==> config.mk <==
export PLATFORM = sky130hd
export DESIGN_NAME = adcs_seq
export DESIGN_NICKNAME = d
export VERILOG_FILES = /design/src/verilog/adcs_pkg.sv /design/src/verilog/adcs_seq.sv
export SDC_FILE = /design/constraint.sdc
export NUM_CORES = 1
export LEC_CHECK = 0
export BUFFER_PORTS_ARGS = -buffer_cell sky130_fd_sc_hd__buf_2
export CORE_MARGIN = 2
export CORE_UTILIZATION = 35
export CTS_CLUSTER_DIAMETER = 60
export DETAILED_ROUTE_END_ITERATION = 8
export HOLD_SLACK_MARGIN = 0.08
export PLACE_DENSITY_LB_ADDON = 0.3
export SLEW_MARGIN = 10
export SYNTH_ARGS = -nofsm -noshare
export SYNTH_HDL_FRONTEND = slang
export SYNTH_SLANG_ARGS = --single-unit
==> constraint.sdc <==
create_clock -name clk -period 6.2 [get_ports clk]
set_input_delay 0 -clock clk [delete_from_list [all_inputs] [get_ports clk]]
set_output_delay 0 -clock clk [all_outputs]
set_load 0.02 [all_outputs]
==> src/verilog/adcs_pkg.sv <==
// Package of constants and types for the conversion sequencer.
package adcs_pkg;

    // -------------------------------------------------------------------
    // Register addresses on the 8-bit internal bus.
    // -------------------------------------------------------------------
    localparam int          ADDR_W      = 4;
    localparam logic [3:0]  ADDR_RES_HI = 4'h0;  // A hi; B..D every 2.
    localparam logic [3:0]  ADDR_CSR    = 4'h8;
    localparam logic [3:0]  ADDR_TRG    = 4'h9;

    // -------------------------------------------------------------------
    // Field positions and values after reset.
    // -------------------------------------------------------------------
    localparam int          CSR_FLAG    = 7;
    localparam int          CSR_IE      = 6;
    localparam int          CSR_START   = 5;
    localparam int          CSR_SCAN    = 4;
    localparam int          CSR_CKS     = 3;
    localparam int          CSR_GROUP   = 2;
    localparam int          TRG_EN      = 7;
    localparam logic [7:0]  CSR_RESET   = 8'h00;
    localparam logic [7:0]  TRG_RESET   = 8'h7F;
    localparam logic [6:0]  TRG_RSVD    = 7'h7F;
    localparam logic [9:0]  RES_RESET   = 10'h000;
    localparam logic [5:0]  RES_LO_PAD  = 6'h00;
    localparam logic [7:0]  RD_UNMAPPED = 8'h00;
    localparam int          RES_W       = 10;
    localparam logic [9:0]  SAR_MSB     = 10'h200;

    // -------------------------------------------------------------------
    // Timing in states; one state is one clock of 50 ns.
    // -------------------------------------------------------------------
    localparam int SYNC_MIN_0  = 10;
    localparam int SYNC_MIN_1  = 6;
    localparam int SPL_0       = 80;
    localparam int SPL_1       = 40;
    localparam int TOTAL_MIN_0 = 259;
    localparam int TOTAL_MIN_1 = 131;
    localparam int SCAN_NEXT_0 = 256;
    localparam int SCAN_NEXT_1 = 128;
    localparam int CONV_0      = TOTAL_MIN_0 - SYNC_MIN_0 - SPL_0;
    localparam int CONV_1      = TOTAL_MIN_1 - SYNC_MIN_1 - SPL_1;
    localparam int GAP_0       = SCAN_NEXT_0 - SPL_0 - CONV_0;
    localparam int GAP_1       = SCAN_NEXT_1 - SPL_1 - CONV_1;
    localparam int STEP_0      = 16;
    localparam int STEP_1      = 8;
    localparam logic [2:0] PHASE_MAX_0 = 3'h7;
    localparam logic [2:0] PHASE_MAX_1 = 3'h3;

    // -------------------------------------------------------------------
    // Types.
    // -------------------------------------------------------------------
    typedef enum logic [1:0] {ST_IDLE, ST_SYNC, ST_SAMPLE, ST_CONV}
        adcs_phase_e;

    typedef struct packed {
        logic              rd;
        logic              wr;
        logic [ADDR_W-1:0] addr;
        logic [7:0]        wdata;
    } adcs_bus_s;

    typedef struct packed {
        adcs_phase_e          st;
        logic                 flag;
        logic                 ie;
        logic                 start;
        logic                 scan;
        logic                 conversion_time_select;
        logic [2:0]           ch;
        logic                 trig_en;
        logic                 trig_prev;
        logic                 armed;
        logic [2:0]           prescale;
        logic [7:0]           cnt;
        logic [4:0]           sub;
        logic [9:0]           trial;
        logic [9:0]           mask;
        logic [1:0]           cur;
        logic [3:0][RES_W-1:0] res;
        logic [7:0]           temp;
        logic [7:0]           rdata;
    } adcs_state_s;

endpackage

==> src/verilog/adcs_seq.sv <==
// Conversion sequencer of a 10-bit successive-approximation converter.
// Function
// - Trigger control is 8 bits, forced to 7F by reset or standby.
// - Trigger enable low ignores the trigger; high starts on falling edge.
// - Low seven bits of trigger control are read-only ones.
// - Upper byte read returns it and copies low byte to holding register.
// - Lower byte read returns the holding register.
// - Ten-bit successive approximation with single and scan modes.
// - Single mode: start bit begins one conversion, reads 1, self-clears.
// - Single completion sets end flag; interrupt raised if enabled.
// - End flag clears only after status read then write of zero.
// - Start bit may be set in the same write as mode or channel.
// - Single completion stores result, sets flag, clears start together.
// - Scan starts at group's first channel; next channel follows at once.
// - Scan repeats until start clears; result goes to its channel.
// - Scan sets flag and restarts at first channel after last channel.
// - Restarted scan resumes from the group's first channel.
// - Sync delay before sampling is 10 to 17 or 6 to 9 states.
// - Sampling takes 80 or 40 states.
// - First conversion takes 259 to 266 or 131 to 134 states.
// - Later scan conversions take exactly 256 or 128 states.
// - Enabled trigger falling edge sets start, as a software start.
// - Group bit and low two bits select channels; inputs map to A to D.
// - Result upper byte holds bits 9..2, lower byte bits 1..0 at 7..6.
// - Reset and standby clear results and stop conversion.
`timescale 1ns/100ps

module adcs_seq
(
    input  wire logic                 clk,
    input  wire logic                 rst,
    input  wire logic                 ce,
    input  wire logic                 standby,
    input  wire adcs_pkg::adcs_bus_s  bus,
    output logic [7:0]                rdata,
    input  wire logic                 external_trigger_input,
    input  wire logic                 comparator_high,
    output logic [9:0]                sar_trial,
    output logic [2:0]                analog_input_select,
    output logic                      sample_hold,
    output logic                      end_of_conversion_irq
);
    import adcs_pkg::*;

    // -------------------------------------------------------------------
    // Helpers.
    // -------------------------------------------------------------------

    // Picks the count for the selected conversion time.
    function automatic logic [7:0] by_cks(input logic conversion_time_select,
                                          input int   v0,
                                          input int   v1);
        by_cks = conversion_time_select ? v1[7:0] : v0[7:0];
    endfunction

    // Sync delay: minimum plus wait to the next prescaler boundary.
    function automatic logic [7:0] sync_cnt(input logic       conversion_time_select,
                                            input logic [2:0] phase);
        logic [2:0] wait_st;
        wait_st = conversion_time_select ? (PHASE_MAX_1 - (phase & PHASE_MAX_1))
                      : (PHASE_MAX_0 - phase);
        sync_cnt = by_cks(conversion_time_select, SYNC_MIN_0, SYNC_MIN_1) + {5'h00, wait_st};
    endfunction

    adcs_state_s q;
    adcs_state_s d;
    logic        trig_fall;
    logic        start_req;
    logic [1:0]  rsel;
    logic [9:0]  code;

    // -------------------------------------------------------------------
    // Next-state logic.
    // -------------------------------------------------------------------

    // Bus access, trigger, and conversion sequencing.
    always_comb
    begin
        d         = q;
        start_req = 1'b0;
        code      = q.trial;
        rsel      = bus.addr[2:1];
        d.prescale  = q.prescale + 3'h1;
        d.trig_prev = external_trigger_input;
        trig_fall   = q.trig_en && q.trig_prev
                      && !external_trigger_input;

        // Register reads; data is presented the next cycle.
        if (bus.rd)
        begin
            if (!bus.addr[3] && !bus.addr[0])
            begin
                d.rdata = q.res[rsel][9:2];
                d.temp  = {q.res[rsel][1:0], RES_LO_PAD};
            end
            else if (!bus.addr[3])
                d.rdata = q.temp;
            else if (bus.addr == ADDR_CSR)
            begin
                d.rdata = {q.flag, q.ie, q.start, q.scan, q.conversion_time_select, q.ch};
                if (q.flag)
                    d.armed = 1'b1;
            end
            else if (bus.addr == ADDR_TRG)
                d.rdata = {q.trig_en, TRG_RSVD};
            else
                d.rdata = RD_UNMAPPED;
        end

        // Register writes; a zero start bit halts conversion.
        if (bus.wr && bus.addr == ADDR_CSR)
        begin
            d.ie    = bus.wdata[CSR_IE];
            d.scan  = bus.wdata[CSR_SCAN];
            d.conversion_time_select   = bus.wdata[CSR_CKS];
            d.ch    = bus.wdata[CSR_GROUP:0];
            d.start = bus.wdata[CSR_START];
            if (bus.wdata[CSR_START] && !q.start)
                start_req = 1'b1;
            if (!bus.wdata[CSR_START])
                d.st = ST_IDLE;
            if (!bus.wdata[CSR_FLAG] && q.armed)
            begin
                d.flag  = 1'b0;
                d.armed = 1'b0;
            end
        end
        else if (bus.wr && bus.addr == ADDR_TRG)
            d.trig_en = bus.wdata[TRG_EN];

        // External trigger behaves as a software start.
        if (trig_fall && !d.start)
        begin
            d.start   = 1'b1;
            start_req = 1'b1;
        end

        // A scan start begins at the group's first channel; a single start at the selected channel.
        if (start_req)
        begin
            d.st  = ST_SYNC;
            d.cnt = sync_cnt(d.conversion_time_select, q.prescale);
            d.cur = d.scan ? 2'h0 : d.ch[1:0];
        end
        else if (q.start && d.start)
        begin
            case (q.st)
                ST_SYNC:
                begin
                    d.cnt = q.cnt - 8'h01;
                    if (q.cnt == 8'h01)
                    begin
                        d.st  = ST_SAMPLE;
                        d.cnt = by_cks(q.conversion_time_select, SPL_0, SPL_1);
                    end
                end
                ST_SAMPLE:
                begin
                    d.cnt = q.cnt - 8'h01;
                    if (q.cnt == 8'h01)
                    begin
                        d.st    = ST_CONV;
                        d.cnt   = by_cks(q.conversion_time_select, CONV_0, CONV_1);
                        d.trial = SAR_MSB;
                        d.mask  = SAR_MSB;
                        d.sub   = 5'(by_cks(q.conversion_time_select, STEP_0, STEP_1));
                    end
                end
                ST_CONV:
                begin
                    d.cnt = q.cnt - 8'h01;
                    d.sub = q.sub - 5'h01;
                    // One bit is decided per step, highest first.
                    if (q.sub == 5'h01 && q.mask != 10'h000)
                    begin
                        code    = comparator_high ? q.trial
                                                  : (q.trial & ~q.mask);
                        d.mask  = q.mask >> 1;
                        d.trial = code | (q.mask >> 1);
                        d.sub   = 5'(by_cks(q.conversion_time_select, STEP_0, STEP_1));
                    end
                    if (q.cnt == 8'h01)
                    begin
                        d.res[q.cur] = q.trial;
                        if (!q.scan)
                        begin
                            d.flag  = 1'b1;
                            d.start = 1'b0;
                            d.st    = ST_IDLE;
                        end
                        else
                        begin
                            d.st  = ST_SYNC;
                            d.cnt = by_cks(q.conversion_time_select, GAP_0, GAP_1);
                            if (q.cur == q.ch[1:0])
                            begin
                                d.flag = 1'b1;
                                d.cur  = 2'h0;
                            end
                            else
                                d.cur = q.cur + 2'h1;
                        end
                    end
                end
                default:
                    d.st = ST_IDLE;
            endcase
        end

        // Standby forces the same state as reset.
        if (standby)
            d = '0;
    end

    // -------------------------------------------------------------------
    // State register.
    // -------------------------------------------------------------------

    // Reset clears everything; clock enable low freezes all state.
    always_ff @(posedge clk)
    begin
        if (rst)
            q <= '0;
        else if (ce)
            q <= d;
    end

    // -------------------------------------------------------------------
    // Outputs.
    // -------------------------------------------------------------------

    // Data outputs from flops; request follows the flag and enable.
    assign rdata                 = q.rdata;
    assign sar_trial             = q.trial;
    assign analog_input_select   = {q.ch[CSR_GROUP], q.cur};
    assign sample_hold           = (q.st == ST_SAMPLE);
    assign end_of_conversion_irq = q.flag & q.ie;
endmodule

==> implementation parameters <==
Parameter                              Value

Drt
  Total via count in the routed design ... 4512
  1st-iter DRT viols ... slightly below 400
  ANT nets after route ... 0
  Detailed Routing Iterations Pass 1 ... 5
  DRT Wirelength ... about 14 mm
  Average via count per standard cell ... 5.726
  Post-DR wirelength/cell ... 17.71 µm
  Remaining routing DRC violations ... 0

Floorplanning
  Core region area ... between 10000 and 15000 µm²
  Area of the die ... 15660 µm²
  Core Rows ... 44
  Initial core utilization ... 35.61%
  Die Y ... 125.1 µm
  Ports placed on the boundary ... 43
  Die extent in x ... 125.1 µm

Global routing
  Pin count of the biggest net entering global routing ... 49
  GRT overflow ... 0
  Vias in the first global route ... 4284
  Antenna violations before repair ... 0
  First-pass GRT wire length ... 22.29 mm
  Overall Global Routing Usage ... 17.76%

Logic synthesis
  Post-Synthesis Cells ... about 590
  Xor and xnor fraction of the mapped netlist area ... around 1.4%
  Post-synthesis instance area ... between 5000 and 6000 µm²
  Multiplexer share of the synthesized area ... 4.970%
  Post-synth ARST share ... 0%
  Basic-gate share of the synthesized area counting and, or, nand and nor cells ... 20.32%
  Synthesis warning total ... 0
  Area fraction in compound gates after synthesis ... 24.56%
  Distinct cell type count after synthesis ... 67
  Syn avg cell area ... 8.735 µm²
  Dominant combinational cell family by area after synthesis ... compound AO/OA/AOI/OAI gates
  Total of flip-flops plus latches after synthesis ... 101
  EDFF count, synth ... 0
  Synthesized Nets ... 618
  Sequential element share of the synthesized area ... approximately two fifths
  Post-synthesis adder-cell area fraction ... 2.436%
  Leading register cell type out of synthesis ... dfxtp_1

Critical path
  Crit path max fanout ... 11
  Critical Path RT ... 6.46 ns
  Critical Path Start Type ... register
  Capturing element type of the critical path ... register
  Kind of critical path ... register to register
  Largest stage delay, worst path ... 0.95 ns
  Signal arrival time at the worst endpoint ... 2.96 ns
  Slowest cell on crit path ... o21ai_0
  CP Cell Sequence ... inv_1 -> ha_1 -> nor3b_1 -> a21oi_1 -> o21ai_0 -> o31ai_1 -> o41ai_1
  Number of buffer and inverter stages on the critical path ... 1
  Crit path max-delay family ... compound AO/OA/AOI/OAI gates

Timing
  Maximum clock frequency ... roughly 370 MHz
  Time the worst path needs with I/O delays and setup ... 2.701 ns
  Worst Max-Slew Pin Slew ... approximately 1.2 ns
  Post-route fraction of the period consumed by the critical path ... 43.57%
  Final number of max-transition violations ... 0
  Final setup violating endpoints ... 0
  Endpoints failing hold ... 0
  Smallest setup slack after layout ... 3.499 ns
  Worst clock skew on the final layout ... 0.009237 ns
  Setup repair after global routing missed its margin ... no
  Worst slew margin relative to its limit ... 19.78%
  Setup tns final ... 0 ns

CTS
  CTS buffer count ... 9
  Postcts setup bufs ... 0
  CTS H-tree depth ... 3
  TritonCTS clock tree ... done
  TritonCTS Sinks ... 101
  Latest clock arrival within the worst-skew pair ... 0.35 ns
  Maximum count of clock buffers along a single path ... 2
  Clock transition time at the flip-flop clock pins of the worst setup and hold paths ... 0.07 ns
  Clock root buffer ... clkbuf_16

Place
  Cell Area, Placed ... around 5300 µm²
  Pre-CTS setup slack ... 3.477 ns
  Total half-perimeter wirelength after legalization and detailed placement ... 9.638 mm
  Number of port buffers ... 42
  Cell count after placement ... 763
  RePlAce Congestion ... a little over 0.9

Cells and area
  Register area ... 2022 µm²
  Filler cell count ... 1459
  Multi-input logic area ... 2761 µm²
  Area of all placed cells without fillers ... approximately 5700 µm²
  Number of nets in the finished design ... ~630
  Non-filler instance count after layout ... around 800
  Most frequent cells in the layout ... dfxtp_1, nand2_1, nor2_1, a22o_1, buf_2
  Antenna Diode Count ... 0
  Leading cell type in the layout, fill and taps excluded ... dfxtp_1
  Fraction of layout cells with a size suffix above 1 ... a little over an eighth
  Area added between synthesis and finish ... 11.11%

Power
  Pwr dens ... roughly 240 nW/µm²
  Static leakage ... 2.152 nW
  Peak supply drop ... 0.0001168 V

Status
  Result of the run ... finished clean

Job
  Max cap viols ... 0

Min path
  Path type of the worst min-delay path ... primary input to register
[synth_stat cells, types with 12 or more instances]
| cell type | number | share of area (%) |
|---|---|---|
| a21oi_1 | 33 | 3.2 |
| nand2_1 | 64 | 4.7 |
| buf_4 | 22 | 3.2 |
| a22o_1 | 43 | 7.3 |
| inv_1 | 12 | 0.88 |
| nor2_1 | 60 | 4.4 |
| clkbuf_1 | 19 | 1.4 |
| a31oi_1 | 13 | 1.6 |
| o21ai_0 | 33 | 3.2 |
| dfxtp_1 | 101 | 39 |
[flip-flops by register name (all words and copies together) (netlist names)]
signal / cells
q: 80
sar_trial: 10
rdata: 8
analog_input_select: 3
[per-layer routing]
layer,wire length [µm],global-route usage [%],up-vias
li1,-,-,2165
met1,6455,23.60,2171
met2,6334,27.49,145
met3,713,3.124,31
met4,450,9.673,0
met5,0,0,-
[what timing repair did]
item	4_1_cts	5_1_grt
resized for setup	0	0
hold buffers	9	0
hold endpoints to repair	10	0
[kinds of logic (layout without fill, tap and decap cells)]
logic type               count (synthesis)  in the layout
multiplexers                            13             13
XOR/XNOR                                 8              8
buffers and inverters                   67             83
adder cells (fa/ha/maj)                 10             10
flip-flops                             101            101
AND/OR/NAND/NOR                        211            211
AO/OA/AOI/OAI                          178            178
[worst min-delay path, cell delays in order]
cell	delay, ns
buf_2	0.12
nand2_1	0.06
nor2_1	0.04
a31oi_1	0.15
nor3_1	0.06
[final cells by class]
type | instances | area share, %
Multi-Input combinational cell | 420 | 48.39
Clock inverter | 6 | 1.447
Timing Repair Buffer | 54 | 5.657
Inverter | 13 | 0.8551
Clock buffer | 10 | 4.188
Sequential cell | 101 | 35.43
Tap cell | 184 | 4.034
[worst paths after layout]
path	slack [ns]	from	endpoint	cells after the start
worst max-delay path	3.50	q[84]	sar_trial[9]	7
worst min-delay path	0.12	bus[13]	q[94]	5
worst max register to register	3.50	q[84]	sar_trial[9]	7
worst min register to register	0.46	rdata[7]	rdata[7]	2
[power breakdown]
| part | internal (mW) | switching [mW] |
|---|---|---|
| logic | 0.0362 | 0.0661 |
| clock network | 0.332 | 0.273 |
| registers | 0.652 | 0.00454 |
| total | 1.02 | 0.343 |
[per-stage QoR]
stage	power, mW	hold WS (ns)	utilization (%)
finish	1.363	0.1221	39.56
global route	1.412	0.1405	39.56
CTS	1.369	0.1141	39.52
detailed placement	0.7679	0.2461	36.67
global placement	0.7668	0.2465	36.67
floorplan	0.7409	0.1483	-
(Power assumes the default switching activity.)
